`src/rtl/voice_pkg.sv`:
```
// Shared constants for the voice capture subsystem
package voice_pkg;
  localparam int CLK_HZ = 50_000_000;
  localparam int PCM_HZ = 16_000;
  localparam int TICK_CYC = CLK_HZ / PCM_HZ;
  localparam int GEN_HALF = 12;
  localparam int EXT_IDLE = 64;
  localparam int SAD_RUN = 8;
  localparam int PDM_SHIFT = 8;
  localparam int GAIN_FRAC = 8;
  localparam int I2S_SLOT_LAST = 16;
  localparam logic [7:0] OFF_CTRL = 8'h00;
  localparam logic [7:0] OFF_GAIN = 8'h04;
  localparam logic [7:0] OFF_THR = 8'h08;
  localparam logic [7:0] OFF_BASE = 8'h0c;
  localparam logic [7:0] OFF_LEN = 8'h10;
  localparam logic [7:0] OFF_STAT = 8'h14;
  localparam logic [7:0] OFF_PTR = 8'h18;
  localparam int B_LEFT = 0;
  localparam int B_RIGHT = 1;
  localparam int B_STEREO = 2;
  localparam int B_SRC_I2S = 3;
  localparam int B_PASS = 4;
  localparam int B_DOWN = 5;
  localparam int B_SCALE = 6;
  localparam int B_SAD_EN = 8;
  localparam int B_SAD_SEL = 9;
  localparam int B_DMA_EN = 10;
  localparam int B_TX_EN = 11;
  localparam int B_WAKE = 2;
  localparam int B_EXT = 3;
  localparam logic [13:0] GAIN_RST = 14'h0100;
  // 34.5 dB in Q6.8
  localparam logic [13:0] GAIN_MAX = 14'h3517;
  localparam logic [15:0] THR_RST = 16'h0400;
  localparam logic [1:0] HTRANS_IDLE = 2'h0;
  localparam logic [1:0] HTRANS_NONSEQ = 2'h2;
  localparam logic [2:0] HSIZE_WORD = 3'h2;
  localparam logic [2:0] HBURST_SINGLE = 3'h0;
endpackage

```
`src/rtl/chan_if.sv`:
```
// Sample path between the capture front end and one converter channel
`timescale 1ns/1ps
interface chan_if;
  logic tick;
  logic pdm_valid;
  logic pdm_bit;
  logic i2s_valid;
  logic [15:0] i2s_word;
  logic out_valid;
  logic [15:0] out_pcm;
  modport conv (input tick, pdm_valid, pdm_bit, i2s_valid, i2s_word,
                output out_valid, out_pcm);
  modport src (output tick, pdm_valid, pdm_bit, i2s_valid, i2s_word,
               input out_valid, out_pcm);
endinterface

```
`src/rtl/density_to_pcm_converter.sv`:
```
// One channel: density-to-PCM decimation, I2S scaling, down-sampling and gain
`timescale 1ns/1ps
module density_to_pcm_converter (
  input wire logic pclk,
  input wire logic presetn,
  chan_if.conv ch,
  input wire logic enable,
  input wire logic use_i2s,
  input wire logic downsample,
  input wire logic [1:0] scale,
  input wire logic [13:0] gain
);
  function automatic logic signed [15:0] sat16(input logic signed [31:0] v);
    if (v > 32'sh0000_7fff) begin
      return 16'sh7fff;
    end
    if (v < -32'sh0000_8000) begin
      return 16'sh8000;
    end
    return v[15:0];
  endfunction

  logic signed [15:0] acc_ff, raw_ff, half_ff;
  logic raw_v_ff, odd_ff, out_valid_ff;
  logic [15:0] out_ff;

  wire signed [31:0] pdm_w = 32'(acc_ff) <<< voice_pkg::PDM_SHIFT;
  wire signed [31:0] i2s_w = 32'(signed'(ch.i2s_word)) <<< scale;
  wire signed [15:0] i2s_s = sat16(i2s_w);
  wire signed [31:0] pair = (32'(half_ff) + 32'(i2s_s)) >>> 1;
  wire signed [31:0] gain_s = 32'(signed'({2'h0, gain}));
  wire signed [31:0] prod = (32'(raw_ff) * gain_s) >>> voice_pkg::GAIN_FRAC;
  wire signed [15:0] step = ch.pdm_bit ? 16'sh0001 : 16'shffff;

  always_ff @(posedge pclk or negedge presetn) begin
    if (!presetn) begin
      acc_ff <= 16'sh0000;
      raw_ff <= 16'sh0000;
      half_ff <= 16'sh0000;
      raw_v_ff <= 1'b0;
      odd_ff <= 1'b0;
      out_valid_ff <= 1'b0;
      out_ff <= 16'h0000;
    end else begin
      raw_v_ff <= 1'b0;
      out_valid_ff <= enable & raw_v_ff;
      if (raw_v_ff) begin
        out_ff <= sat16(prod);
      end
      if (!enable) begin
        acc_ff <= 16'sh0000;
        odd_ff <= 1'b0;
      end else if (!use_i2s) begin
        // One box window per 16 kHz tick gives one 16-bit sample
        if (ch.tick) begin
          raw_ff <= sat16(pdm_w);
          raw_v_ff <= 1'b1;
          acc_ff <= 16'sh0000;
        end else if (ch.pdm_valid) begin
          acc_ff <= acc_ff + step;
        end
      end else if (ch.i2s_valid) begin
        if (!downsample) begin
          raw_ff <= i2s_s;
          raw_v_ff <= 1'b1;
        end else if (!odd_ff) begin
          half_ff <= i2s_s;
          odd_ff <= 1'b1;
        end else begin
          raw_ff <= sat16(pair);
          raw_v_ff <= 1'b1;
          odd_ff <= 1'b0;
        end
      end
    end
  end

  assign ch.out_valid = out_valid_ff;
  assign ch.out_pcm = out_ff;
endmodule

```
`src/rtl/voice_capture_subsystem.sv`:
```
// Voice capture top: pins, APB registers, FIFOs, DMA, detector, I2S slave
//
// Overview of operation
// - Software may enable the left or right converter alone for one microphone.
// - Stereo setting runs left and right converters together.
// - Each converter yields 16-bit PCM samples at 16 kHz, or 32 kHz from I2S without down-sampling.
// - I2S microphone port drives bit clock and word select, returns 16-bit PCM.
// - I2S samples pass unchanged or scaled by 2, 4 or 8.
// - Optional down-sampling halves I2S PCM from 32 kHz to 16 kHz.
// - Configurable digital gain up to 34.5 dB on PCM samples.
// - Enabled detector takes samples from the left or right channel.
// - Detector recognises sustained voice energy and raises a wake-up.
// - Pass-through forwards the external clock input to the microphone clock.
// - Pass-through forwards microphone data to the external processor unchanged.
// - Mode and external clock activity decide who drives the microphone clock.
// - Each microphone channel has its own sample FIFO.
// - DMA moves FIFO samples to SRAM over an AHB-Lite master.
// - Configuration registers are reached through an APB slave.
// - I2S slave streams SRAM samples to an external master clocking it.
// - System DMA channel 0 feeds the I2S slave port.
//
// Added by the designer: the placing of the registers and register access over APB.
`timescale 1ns/1ps
module voice_capture_subsystem #(
  parameter int FIFO_DEPTH = 16
) (
  input wire logic pclk,
  input wire logic presetn,
  input wire logic [11:0] paddr,
  input wire logic psel,
  input wire logic penable,
  input wire logic pwrite,
  input wire logic [31:0] pwdata,
  output logic [31:0] prdata,
  output logic pready,
  output logic pslverr,
  input wire logic passthru_clock_in,
  input wire logic mic_data_in,
  output logic mic_clock_out,
  output logic passthru_data_out,
  output logic i2s_mic_bclk_out,
  output logic i2s_mic_ws_out,
  input wire logic i2s_mic_sd_in,
  input wire logic i2s_sck_in,
  input wire logic i2s_ws_in,
  output logic i2s_sd_out,
  output logic system_dma_ch0_req,
  input wire logic system_dma_ch0_valid,
  input wire logic [15:0] system_dma_ch0_data,
  output logic [31:0] haddr,
  output logic [1:0] htrans,
  output logic hwrite,
  output logic [2:0] hsize,
  output logic [2:0] hburst,
  output logic [31:0] hwdata,
  input wire logic hready,
  output logic wake_out
);
  localparam int PW = $clog2(FIFO_DEPTH);
  typedef enum logic [1:0] {D_IDLE, D_ADDR, D_DATA} dma_state_t;

  ////////////////////////////////////////////////////////////////////////////
  // Pin synchronisers: 0 ext clock, 1 mic data, 2 i2s mic data, 3 sck, 4 ws
  logic [4:0] s1_ff, s2_ff, prev_ff;
  always_ff @(posedge pclk or negedge presetn) begin
    if (!presetn) begin
      s1_ff <= 5'h00;
      s2_ff <= 5'h00;
      prev_ff <= 5'h00;
    end else begin
      s1_ff <= {i2s_ws_in, i2s_sck_in, i2s_mic_sd_in, mic_data_in, passthru_clock_in};
      s2_ff <= s1_ff;
      prev_ff <= s2_ff;
    end
  end

  ////////////////////////////////////////////////////////////////////////////
  // Registers
  logic [11:0] ctrl_ff;
  logic [13:0] gain_ff;
  logic [15:0] thr_ff, len_ff, ptr_ff;
  logic [31:0] base_ff;
  logic [1:0] ovf_ff;
  logic wake_ff, pready_ff, pslverr_ff;
  logic [31:0] prdata_ff;
  logic ext_active;

  wire [7:0] a = paddr[7:0];
  wire acc_req = psel & penable;
  wire done = acc_req & pready_ff;
  wire in_map = paddr[11:8] == 4'h0 && a[1:0] == 2'h0 && a <= voice_pkg::OFF_PTR;
  wire wr = done & pwrite & in_map;
  wire wr_stat = wr && a == voice_pkg::OFF_STAT;
  wire [3:0] stat = {ext_active, wake_ff, ovf_ff};
  wire [31:0] rd_word = a == voice_pkg::OFF_CTRL ? {20'h0, ctrl_ff} :
                        a == voice_pkg::OFF_GAIN ? {18'h0, gain_ff} :
                        a == voice_pkg::OFF_THR ? {16'h0, thr_ff} :
                        a == voice_pkg::OFF_BASE ? base_ff :
                        a == voice_pkg::OFF_LEN ? {16'h0, len_ff} :
                        a == voice_pkg::OFF_STAT ? {28'h0, stat} :
                        a == voice_pkg::OFF_PTR ? {16'h0, ptr_ff} : 32'h0;
  wire [13:0] gain_wr = pwdata[13:0] > voice_pkg::GAIN_MAX ? voice_pkg::GAIN_MAX : pwdata[13:0];

  // One wait state: pready rises in the second access cycle
  always_ff @(posedge pclk or negedge presetn) begin
    if (!presetn) begin
      pready_ff <= 1'b0;
      pslverr_ff <= 1'b0;
      prdata_ff <= 32'h0;
      ctrl_ff <= 12'h000;
      gain_ff <= voice_pkg::GAIN_RST;
      thr_ff <= voice_pkg::THR_RST;
      base_ff <= 32'h0;
      len_ff <= 16'h0;
    end else begin
      pready_ff <= acc_req & ~pready_ff;
      if (acc_req & ~pready_ff) begin
        prdata_ff <= (pwrite || !in_map) ? 32'h0 : rd_word;
        pslverr_ff <= !in_map;
      end
      if (wr) begin
        case (a)
          voice_pkg::OFF_CTRL: ctrl_ff <= pwdata[11:0];
          voice_pkg::OFF_GAIN: gain_ff <= gain_wr;
          voice_pkg::OFF_THR: thr_ff <= pwdata[15:0];
          voice_pkg::OFF_BASE: base_ff <= {pwdata[31:2], 2'h0};
          voice_pkg::OFF_LEN: len_ff <= pwdata[15:0];
          default: ;
        endcase
      end
    end
  end
  assign prdata = prdata_ff;
  assign pready = pready_ff;
  assign pslverr = pslverr_ff;

  ////////////////////////////////////////////////////////////////////////////
  // Own link clock, external clock detection, pass-through
  logic [4:0] half_ff;
  logic [11:0] tick_ff;
  logic [6:0] ext_idle_ff;
  logic gen_clk_ff, mic_clk_ff, pass_d_ff;
  wire half_end = half_ff == 5'(voice_pkg::GEN_HALF - 1);
  wire tick = tick_ff == 12'(voice_pkg::TICK_CYC - 1);
  wire gen_rise = half_end & ~gen_clk_ff;
  wire gen_fall = half_end & gen_clk_ff;
  wire ext_edge = s2_ff[0] ^ prev_ff[0];
  assign ext_active = ext_idle_ff < 7'(voice_pkg::EXT_IDLE);
  wire use_ext = ctrl_ff[voice_pkg::B_PASS] & ext_active;
  wire smp_rise = use_ext ? (s2_ff[0] & ~prev_ff[0]) : gen_rise;
  wire smp_fall = use_ext ? (~s2_ff[0] & prev_ff[0]) : gen_fall;

  always_ff @(posedge pclk or negedge presetn) begin
    if (!presetn) begin
      half_ff <= 5'h0;
      tick_ff <= 12'h0;
      ext_idle_ff <= 7'(voice_pkg::EXT_IDLE);
      gen_clk_ff <= 1'b0;
      mic_clk_ff <= 1'b0;
      pass_d_ff <= 1'b0;
    end else begin
      half_ff <= half_end ? 5'h0 : half_ff + 5'h1;
      tick_ff <= tick ? 12'h0 : tick_ff + 12'h1;
      gen_clk_ff <= gen_clk_ff ^ half_end;
      if (ext_edge) begin
        ext_idle_ff <= 7'h0;
      end else if (ext_active) begin
        ext_idle_ff <= ext_idle_ff + 7'h1;
      end
      mic_clk_ff <= use_ext ? s2_ff[0] : gen_clk_ff;
      pass_d_ff <= ctrl_ff[voice_pkg::B_PASS] & s2_ff[1];
    end
  end
  assign mic_clock_out = mic_clk_ff;
  assign passthru_data_out = pass_d_ff;

  ////////////////////////////////////////////////////////////////////////////
  // I2S microphone master: 32 bit clocks per slot, 16 data bits after one delay bit
  logic [5:0] bit_ff;
  logic ws_ff;
  logic [15:0] mic_sh_ff;
  wire [4:0] pos = bit_ff[4:0];
  wire i2s_take = gen_rise && pos >= 5'h1 && pos <= 5'(voice_pkg::I2S_SLOT_LAST);
  wire i2s_done = gen_rise && pos == 5'(voice_pkg::I2S_SLOT_LAST);
  wire [15:0] i2s_word = {mic_sh_ff[14:0], s2_ff[2]};
  wire [5:0] nxt_bit = bit_ff + 6'h1;

  always_ff @(posedge pclk or negedge presetn) begin
    if (!presetn) begin
      bit_ff <= 6'h0;
      ws_ff <= 1'b0;
      mic_sh_ff <= 16'h0;
    end else begin
      if (gen_fall) begin
        bit_ff <= nxt_bit;
        ws_ff <= nxt_bit[5];
      end
      if (i2s_take) begin
        mic_sh_ff <= i2s_word;
      end
    end
  end
  assign i2s_mic_bclk_out = gen_clk_ff;
  assign i2s_mic_ws_out = ws_ff;

  ////////////////////////////////////////////////////////////////////////////
  // Converters and per-channel FIFOs (0 left, 1 right)
  chan_if ch[2] ();
  logic [1:0] ov, full, ne, pop, en;
  logic [15:0] opcm [2];
  logic [15:0] mem_ff [2][FIFO_DEPTH];
  logic [PW-1:0] wp_ff [2];
  logic [PW-1:0] rp_ff [2];
  logic [PW:0] cnt_ff [2];

  assign en[0] = ctrl_ff[voice_pkg::B_LEFT] | ctrl_ff[voice_pkg::B_STEREO];
  assign en[1] = ctrl_ff[voice_pkg::B_RIGHT] | ctrl_ff[voice_pkg::B_STEREO];

  for (genvar i = 0; i < 2; i++) begin : g_ch
    assign ch[i].tick = tick;
    assign ch[i].pdm_valid = i == 0 ? smp_rise : smp_fall;
    assign ch[i].pdm_bit = s2_ff[1];
    assign ch[i].i2s_valid = i2s_done && bit_ff[5] == 1'(i);
    assign ch[i].i2s_word = i2s_word;
    assign ov[i] = ch[i].out_valid;
    assign opcm[i] = ch[i].out_pcm;
    assign full[i] = cnt_ff[i] == (PW+1)'(FIFO_DEPTH);
    assign ne[i] = cnt_ff[i] != '0;
    wire push = ov[i] & ~full[i];
    density_to_pcm_converter u_conv (
      .pclk(pclk),
      .presetn(presetn),
      .ch(ch[i]),
      .enable(en[i]),
      .use_i2s(ctrl_ff[voice_pkg::B_SRC_I2S]),
      .downsample(ctrl_ff[voice_pkg::B_DOWN]),
      .scale(ctrl_ff[voice_pkg::B_SCALE +: 2]),
      .gain(gain_ff)
    );
    always_ff @(posedge pclk) begin
      if (push) begin
        mem_ff[i][wp_ff[i]] <= opcm[i];
      end
    end
    always_ff @(posedge pclk or negedge presetn) begin
      if (!presetn) begin
        wp_ff[i] <= '0;
        rp_ff[i] <= '0;
        cnt_ff[i] <= '0;
        ovf_ff[i] <= 1'b0;
      end else begin
        wp_ff[i] <= wp_ff[i] + PW'(push);
        rp_ff[i] <= rp_ff[i] + PW'(pop[i]);
        cnt_ff[i] <= cnt_ff[i] + (PW+1)'(push) - (PW+1)'(pop[i]);
        // Set wins over a simultaneous write-one-to-clear
        if (ov[i] & full[i]) begin
          ovf_ff[i] <= 1'b1;
        end else if (wr_stat & pwdata[i]) begin
          ovf_ff[i] <= 1'b0;
        end
      end
    end

  end

  ////////////////////////////////////////////////////////////////////////////
  // DMA engine: one single-word AHB-Lite write per sample, alternating channels
  dma_state_t dst_ff;
  logic rr_ff, hwrite_ff;
  logic [31:0] haddr_ff, hwdata_ff, hold_w_ff;
  logic [1:0] htrans_ff;
  logic [2:0] hsize_ff, hburst_ff;
  wire pick = ne[1] & (~ne[0] | rr_ff);
  wire go = dst_ff == D_IDLE && ctrl_ff[voice_pkg::B_DMA_EN] && ne != 2'h0;
  wire [15:0] nxt_ptr = ptr_ff + 16'h1;
  assign pop[0] = go & ~pick;
  assign pop[1] = go & pick;

  always_ff @(posedge pclk or negedge presetn) begin
    if (!presetn) begin
      dst_ff <= D_IDLE;
      rr_ff <= 1'b0;
      ptr_ff <= 16'h0;
      haddr_ff <= 32'h0;
      htrans_ff <= voice_pkg::HTRANS_IDLE;
      hwrite_ff <= 1'b0;
      hsize_ff <= voice_pkg::HSIZE_WORD;
      hburst_ff <= voice_pkg::HBURST_SINGLE;
      hwdata_ff <= 32'h0;
      hold_w_ff <= 32'h0;
    end else begin
      case (dst_ff)
        D_IDLE: if (go) begin
          hold_w_ff <= {15'h0, pick, mem_ff[pick][rp_ff[pick]]};
          haddr_ff <= base_ff + {14'h0, ptr_ff, 2'h0};
          htrans_ff <= voice_pkg::HTRANS_NONSEQ;
          hwrite_ff <= 1'b1;
          hsize_ff <= voice_pkg::HSIZE_WORD;
          hburst_ff <= voice_pkg::HBURST_SINGLE;
          rr_ff <= ~pick;
          dst_ff <= D_ADDR;
        end
        D_ADDR: if (hready) begin
          htrans_ff <= voice_pkg::HTRANS_IDLE;
          hwdata_ff <= hold_w_ff;
          dst_ff <= D_DATA;
        end
        D_DATA: if (hready) begin
          ptr_ff <= nxt_ptr == len_ff ? 16'h0 : nxt_ptr;
          hwrite_ff <= 1'b0;
          dst_ff <= D_IDLE;
        end
        default: dst_ff <= D_IDLE;
      endcase
    end
  end
  assign haddr = haddr_ff;
  assign htrans = htrans_ff;
  assign hwrite = hwrite_ff;
  assign hsize = hsize_ff;
  assign hburst = hburst_ff;
  assign hwdata = hwdata_ff;

  ////////////////////////////////////////////////////////////////////////////
  // Sound activity detector: SAD_RUN loud samples in a row raise the wake-up
  logic [3:0] run_ff;
  wire ssel = ctrl_ff[voice_pkg::B_SAD_SEL];
  wire sv = ctrl_ff[voice_pkg::B_SAD_EN] & ov[ssel];
  wire [15:0] spcm = opcm[ssel];
  wire [15:0] mag = spcm[15] ? 16'h0 - spcm : spcm;
  wire loud = mag > thr_ff;
  wire run_top = run_ff == 4'(voice_pkg::SAD_RUN - 1);

  always_ff @(posedge pclk or negedge presetn) begin
    if (!presetn) begin
      run_ff <= 4'h0;
      wake_ff <= 1'b0;
    end else begin
      if (sv) begin
        run_ff <= !loud ? 4'h0 : run_top ? run_ff : run_ff + 4'h1;
      end
      if (sv & loud & run_top) begin
        wake_ff <= 1'b1;
      end else if (wr_stat & pwdata[voice_pkg::B_WAKE]) begin
        wake_ff <= 1'b0;
      end
    end
  end
  assign wake_out = wake_ff;

  ////////////////////////////////////////////////////////////////////////////
  // I2S slave transmitter, fed by system DMA channel 0
  logic [15:0] tx_hold_ff, tx_sh_ff;
  logic tx_full_ff, last_ws_ff, sd_ff, req_ff;
  wire sck_fall = prev_ff[3] & ~s2_ff[3];
  wire ws_chg = s2_ff[4] != last_ws_ff;
  wire tx_load = sck_fall & ws_chg;

  always_ff @(posedge pclk or negedge presetn) begin
    if (!presetn) begin
      tx_hold_ff <= 16'h0;
      tx_sh_ff <= 16'h0;
      tx_full_ff <= 1'b0;
      last_ws_ff <= 1'b0;
      sd_ff <= 1'b0;
      req_ff <= 1'b0;
    end else begin
      req_ff <= ctrl_ff[voice_pkg::B_TX_EN] & ~tx_full_ff & ~system_dma_ch0_valid;
      if (sck_fall) begin
        // MSB leaves one bit clock after the word select change
        sd_ff <= tx_sh_ff[15];
        last_ws_ff <= s2_ff[4];
        tx_sh_ff <= tx_load ? (tx_full_ff ? tx_hold_ff : 16'h0) : {tx_sh_ff[14:0], 1'b0};
      end
      if (system_dma_ch0_valid) begin
        tx_hold_ff <= system_dma_ch0_data;
        tx_full_ff <= 1'b1;
      end else if (tx_load) begin
        tx_full_ff <= 1'b0;
      end
    end
  end
  assign i2s_sd_out = sd_ff;
  assign system_dma_ch0_req = req_ff;
endmodule

```
`config.mk`:
```
export PLATFORM = sky130hd
export DESIGN_NAME = voice_capture_subsystem
export DESIGN_NICKNAME = d
export VERILOG_FILES = /design/src/rtl/voice_pkg.sv /design/src/rtl/chan_if.sv /design/src/rtl/density_to_pcm_converter.sv /design/src/rtl/voice_capture_subsystem.sv
export SDC_FILE = /design/constraint.sdc
export NUM_CORES = 2
export LEC_CHECK = 0
export BUFFER_PORTS_ARGS = -buffer_cell sky130_fd_sc_hd__buf_4
export CORE_MARGIN = 2
export CORE_UTILIZATION = 65
export DETAILED_ROUTE_END_ITERATION = 8
export PLACE_DENSITY = 0.83
export SETUP_SLACK_MARGIN = 0.3
export SYNTH_ARGS = -nofsm -noshare
export SYNTH_HDL_FRONTEND = slang
export SYNTH_SLANG_ARGS = --single-unit
```
`constraint.sdc`:
```
create_clock -name pclk -period 22.4 [get_ports pclk]
set_clock_uncertainty 0.15 [all_clocks]
set_input_delay 3.36 -clock pclk [delete_from_list [all_inputs] [get_ports pclk]]
set_output_delay 3.36 -clock pclk [all_outputs]
set_load 0.02 [all_outputs]
```
* Word level (Yosys, flattened, before mapping)
Memories as Yosys holds them, arrays and structs flattened.
Cells that the tools add are included.
** Operators by class
- Add/sub/neg operators :: 20
- Multipliers :: 2
- Order comparisons :: 28
- Eq/ne operators :: 34
- Shift-type cells :: 1
- Muxes and demuxes :: 183
- Bitwise operators :: 54
- Reduce and logical (&&, ||, !) cells :: 49
** Operators by type and width (count)
- 2-to-1 mux 16 bit :: 61
- 2-to-1 mux 256 bit :: 2
- 2-to-1 mux 32 bit :: 5
- demux 16 bit (select 4 bit) :: 2
- 2-to-1 mux 1 bit :: 95
- binary-select mux 16 bit (select 4 bit) :: 1
- multiplier 16 x 15 -> 31 bit :: 2
- > comparator 24 x 16 -> 1 bit, second input constant :: 2
- < comparator 24 x 16 -> 1 bit, second input constant :: 2
- > comparator 23 x 16 -> 1 bit, second input constant :: 2
- < comparator 23 x 16 -> 1 bit, second input constant :: 2
- adder 16 x 16 -> 17 bit :: 2
- adder 16 bit :: 2
- adder 32 x 18 -> 32 bit :: 1
- > comparator 16 bit, second input constant :: 2
- > comparator 32 x 16 -> 1 bit, second input constant :: 1
- < comparator 16 bit, second input constant :: 2
- < comparator 32 x 16 -> 1 bit, second input constant :: 1
- <<< shifter 16 x 2 -> 32 bit :: 1
- bitwise AND 1 bit :: 30
- == test 8 x 5 -> 1 bit, second input constant :: 3
- inequality test 2 bit, second input constant :: 12
- AND reduction 2 bit :: 11
- 2-to-1 mux 4 bit :: 5
- other kinds (57) :: 122
** Word-level totals
- Bits in registers :: 476
- RAM bits :: 512
- Input port bits :: 72
- Output and inout bits :: 114
- Logic and storage cells :: 430
- Memories :: 1
** Memory list
- mem_ff :: depth 2, width 256, read ports 1, clocked after memory_dff 0, write ports 2, line voice_capture_subsystem.sv:211 : logic [15:0] mem_ff [2][FIFO_DEPTH];

* Logic depth before layout (Yosys ltp)
- Word-level depth :: 26
- Mapped depth :: 28
- Mapped depth without buffers :: 25

* By module
From an unflattened synthesis, not the netlist that was laid out.
** Second synthesis, totals
- Cells, all modules :: 5722
- Area, all modules :: 62982.9 µm²
** By module, submodules not included
- voice_capture_subsystem :: instances 1, cells an instance 2761, area each 36789.0 µm², sequential area each 23786.6 µm²
- density_to_pcm_converter (g_ch[0].u_conv) :: instances 1, cells an instance 1475, area each 13107.6 µm², sequential area each 1676.6 µm²
- density_to_pcm_converter (g_ch[1].u_conv) :: instances 1, cells an instance 1486, area each 13086.3 µm², sequential area each 1676.6 µm²

* Worst setup path before layout
OpenSTA, ideal clock, no wires.
- Path type :: register -> register
- From :: register gain_ff[1]
- To :: register g_ch[0].u_conv.out_ff[10]
- Setup time :: 0.121 ns
- Arrival :: 7.092 ns
- Required time :: 22.129 ns
- Path slack :: 15.036 ns
- Cell stages (with the launch flop) :: 27
- Buffers on the path :: 3
- Period minus slack after synthesis :: 7.364 ns
- Path through :: dfrtp_1 -> clkbuf_1 -> clkbuf_1 -> nand2_1 -> inv_1 -> fa_1 -> inv_1 -> fa_1 -> inv_1 -> fa_1 -> fa_1 -> fa_1 -> inv_1 -> fa_1 -> inv_1 -> ha_1 -> nand4_1 -> or2_1 -> o221ai_1 -> a211oi_2 -> o31ai_2 -> a211oi_1 -> or3_2 -> a21oi_2 -> a31oi_2 -> buf_6 -> o22a_1
** On the way
- Cells in the longest elaborated chain, start to end :: 7
- Elaborated cells on any way between the ends :: 11
- Classes of those cells :: 1 x mul; 2 x order compare; 8 x mux
** Ends and longest elaborated chain
- start, declared :: line voice_capture_subsystem.sv:80 : logic [13:0] gain_ff;
- start signal, assigned :: line voice_capture_subsystem.sv:111 : gain_ff <= voice_pkg::GAIN_RST;
- start signal, assigned :: line voice_capture_subsystem.sv:124 : voice_pkg::OFF_GAIN: gain_ff <= gain_wr;
- multiplier 16 x 15 -> 31 bit (*) :: line density_to_pcm_converter.sv:32 : wire signed [31:0] prod = (32'(raw_ff) * gain_s) >>> voice_pkg::GAIN_FRAC;
- < comparator 23 x 16 -> 1 bit :: line density_to_pcm_converter.sv:17 : if (v < -32'sh0000_8000) begin
- 2-to-1 mux 1 bit (2 in a row) :: line density_to_pcm_converter.sv:17
- 2-to-1 mux 1 bit :: line density_to_pcm_converter.sv:47 : if (raw_v_ff) begin
- 2-to-1 mux 16 bit :: line density_to_pcm_converter.sv:20 : return v[15:0];
- 2-to-1 mux 16 bit (*) :: line density_to_pcm_converter.sv:17
- end signal, assigned :: line density_to_pcm_converter.sv:48 : out_ff <= sat16(prod);
- end, declared :: line density_to_pcm_converter.sv:25 : logic [15:0] out_ff;
Mark *: on every way between the ends. The rest lies on a longest branch, timed or not. The select of a mux whose other input is x is not followed.
A chain may end at the register's enable or synchronous reset.

* Worst setup path after layout
- From :: register gain_ff[3]
- To :: register g_ch[0].u_conv.out_ff[2]
Same word-level chain as after synthesis.

==> metrics.txt <==
status completed; IO buf count 161; Mapped Area 0.06244 mm^2; DRC viols 0; Pleak just under 30 nW; first-pass GRT wire length about 240000 um; Chip Width 314.0 um; Post-Synthesis Cells 5682; clock root buffer clkbuf_16; unrepaired setup endpoints after global routing false; Via density ~6.2; gr busiest metal met2; grt met3 use about 5.2%; final WL 153800 um; Max Fclk approximately 120 MHz; data arrival time of the worst path between 8000 and 9000 ps; Synth top cells by count inv_1 (709), edfxtp_1 (512), dfrtp_1 (467), fa_1 (441), nand2_1 (437); Final min period between 8000 and 9000 ps; first drt pass iteration count 6; MaxCap Viol Count 0; initial antenna violation count 0; setup repair bufs after CTS 0; # nets final 6522; clk slew on worst S/H paths around 60 ps; initial DRC count a little under 4000; TritonCTS Buffers 98; area leader, netlist edfxtp_1; critical path fanouts, max 24; Startpoint Class register; # clock sinks 982; synth warn 0; worst-margin pin slew ~1400 ps; clock latency at the later pin of the worst-skew pair between 700 and 800 ps; CP endpoint kind register; Switching Power between 0.8 and 0.9 mW; fillers about 6300; Clock Path Buffers 3; switch share around 22%; Total Power ~3.7 mW; Yosys reg bits ~1000; H-tree Lvls 3; met2 usage around 53%; setup TNS 0 ps; drt wl/cell about 22 um; Comb pwr share 2.8%; final RePlAce weighted congestion between 0.9 and 1; largest net degree at the start of global routing between 200 and 250; fin. max-slew vios 0; synth unique cells 97; most numerous cell in the Yosys netlist inv_1; M1 GR Usage about two fifths; most area-consuming cells after synthesis edfxtp_1 (25%), dfrtp_1 (19%), fa_1 (14%), ha_1 (5.4%), inv_1 (4.3%); # diodes 0; layout cells sized above 1 about a tenth; grt total ovfl 0; TritonCTS clock tree built; DRT antenna net count 0; post-CTS resize count 0; Post-CTS Hold Buffers 0; clock power share 45.4%; worst ir drop on vdd a little under 0.06 mV; EDFF count, synth just over 500; Starting Density about two thirds; # IOs 186; Via Count ~44000; Reg power frac just over 50%; Area Growth Syn to Fin 9.017%; PwrDens roughly 54 mW/mm^2; internal power between 2 and 3 mW; Crit Path Class register to register; DP Wirelength about 110000 um; Setup violations, final 0; asr flop ratio synth roughly 48%; Worst EP required ~23000 ps; full die area ~0.099 mm^2; syn avg cell area between 10 and 15 um^2; dominant synthesized flop cell edfxtp_1; Synth top area share around a quarter; via count of the first global-routing pass roughly 44000; Total GRT Usage a little under a third; Core Rows ~110; final worst path period share approximately 36%; Die Ht 314.0 um; Hold Path Class register to register; Seq/Total Area, Yosys between 40% and 50%; Slew Limit Headroom roughly 8.2%; final-report hold violation count 0; total core area around 0.095 mm^2
kinds of logic after synthesis:
kind of cell,after synthesis,share of synthesized area [%]
mux,307,5.190
fa+ha+maj,709,19.51
buf+inv,1016,6.322
flops,982,43.46
simple gates,1359,10.99
xor+xnor,200,2.805
compound gates,1107,11.71
other cells,2,0.01203
area by class of cell:
type	instances	area (um^2)	area share, %
multi-input cells	3706	31560	46.35
repair buffers	243	1844	2.709
clock inverters	50	626.9	0.9208
well taps	1265	1583	2.325
inverters	710	2665	3.915
flip-flops and latches	982	27150	39.88
clock buffers	131	2654	3.898
power by group through the flow:
| stage | Sequential, mW | Combinational (mW) | Clock [mW] |
|---|---|---|---|
| after global routing | 1.92 | 0.114 | 1.77 |
| final | 1.92 | 0.103 | 1.68 |
| after floorplan | 1.95 | 0.0598 | 0 |
| after detailed placement | 1.95 | 0.101 | 0 |
| after global placement | 1.95 | 0.0980 | 0 |
| after CTS | 1.92 | 0.103 | 1.69 |
worst max-delay path: stages, from the launching register on:
cell      delay (ps)
dfrtp_1          480
buf_4            270
and2_1           240
fa_1             550
inv_1             90
fa_1             810
inv_1            220
fa_1             590
fa_1             440
fa_1             540
inv_1             50
fa_1             500
inv_1             40
ha_1             380
nand4_1          170
or2_1            260
o221ai_1         240
a211oi_2         100
o31ai_2          430
a211oi_1         150
o21ai_0          230
a21oi_2          100
a31oi_2          620
o22a_2           270
routing by layer:
layer  routed length [um]  vias up
met5                    0        -
met4                 8517        0
met3                11390      450
met2                76040     1856
met1                57900    21840
li1                     -    19480
placed cells by master, fill, tap and decap left out, types with 30 or more instances in the layout:
master	n
ha_1	268
nand3_1	59
nor3_1	38
a22o_1	30
inv_1	709
xor2_1	73
mux2_2	133
a211oi_1	249
clkbuf_16	98
nand2_1	436
edfxtp_1	512
a21oi_1	294
a21o_1	46
and2_1	307
xnor2_1	127
nand2b_1	33
buf_4	241
fa_1	441
mux2i_1	171
nor2b_1	155
nor2_1	190
nand4_1	31
dfrtp_1	465
o21ai_0	211
o31ai_1	41
final timing paths:
path	start	end	slack (ps)	depth (start not counted)
max	gain_ff[3]$_DFFE_PN0P_	g_ch[0].u_conv.ch.out_pcm[2]$_DFFE_PN0P_	14390	23
min	s1_ff[1]$_DFF_PN0_	s2_ff[1]$_DFF_PN0_	200	0
max reg2reg	gain_ff[3]$_DFFE_PN0P_	g_ch[0].u_conv.ch.out_pcm[2]$_DFFE_PN0P_	14390	23
min reg2reg	s1_ff[1]$_DFF_PN0_	s2_ff[1]$_DFF_PN0_	200	0
max in group asynchronous	presetn	g_ch[1].u_conv.half_ff[4]$_DFFE_PN0P_	15780	5
min in group asynchronous	presetn	base_ff[24]$_DFFE_PN0P_	2450	1
stage by stage:
| step | worst slack, ps | util [%] | hold slack (ps) | instances | cell area, um^2 |
|---|---|---|---|---|---|
| floorplan | 15040 | - | 181.2 | 5704 | 62530 |
| global placement | 14630 | 68.10 | 183.5 | 6906 | 64790 |
| detailed placement | 14410 | 68.10 | 186.3 | 6906 | 64790 |
| CTS | 14390 | 71.54 | 199.2 | 7087 | 68080 |
| global route | 13830 | 71.54 | 203.4 | 7087 | 68080 |
| finish | 14390 | 71.54 | 197.6 | 7087 | 68080 |
state kept, by name, indices dropped and copies added, names as in the netlist, 14 cells and up:
name                    flops
g_ch.u_conv.raw_ff         32
g_ch.u_conv.ch.out_pcm     32
base_ff                    30
prdata                     32
haddr                      30
thr_ff                     16
hwdata                     17
g_ch.u_conv.acc_ff         32
gain_ff                    14
hold_w_ff                  17
g_ch.u_conv.half_ff        32
mem_ff                    512
tx_sh_ff                   16
mic_sh_ff                  15
len_ff                     16
tx_hold_ff                 16
ptr_ff                     16
No activity file was read; power rests on OpenSTA's default activity.
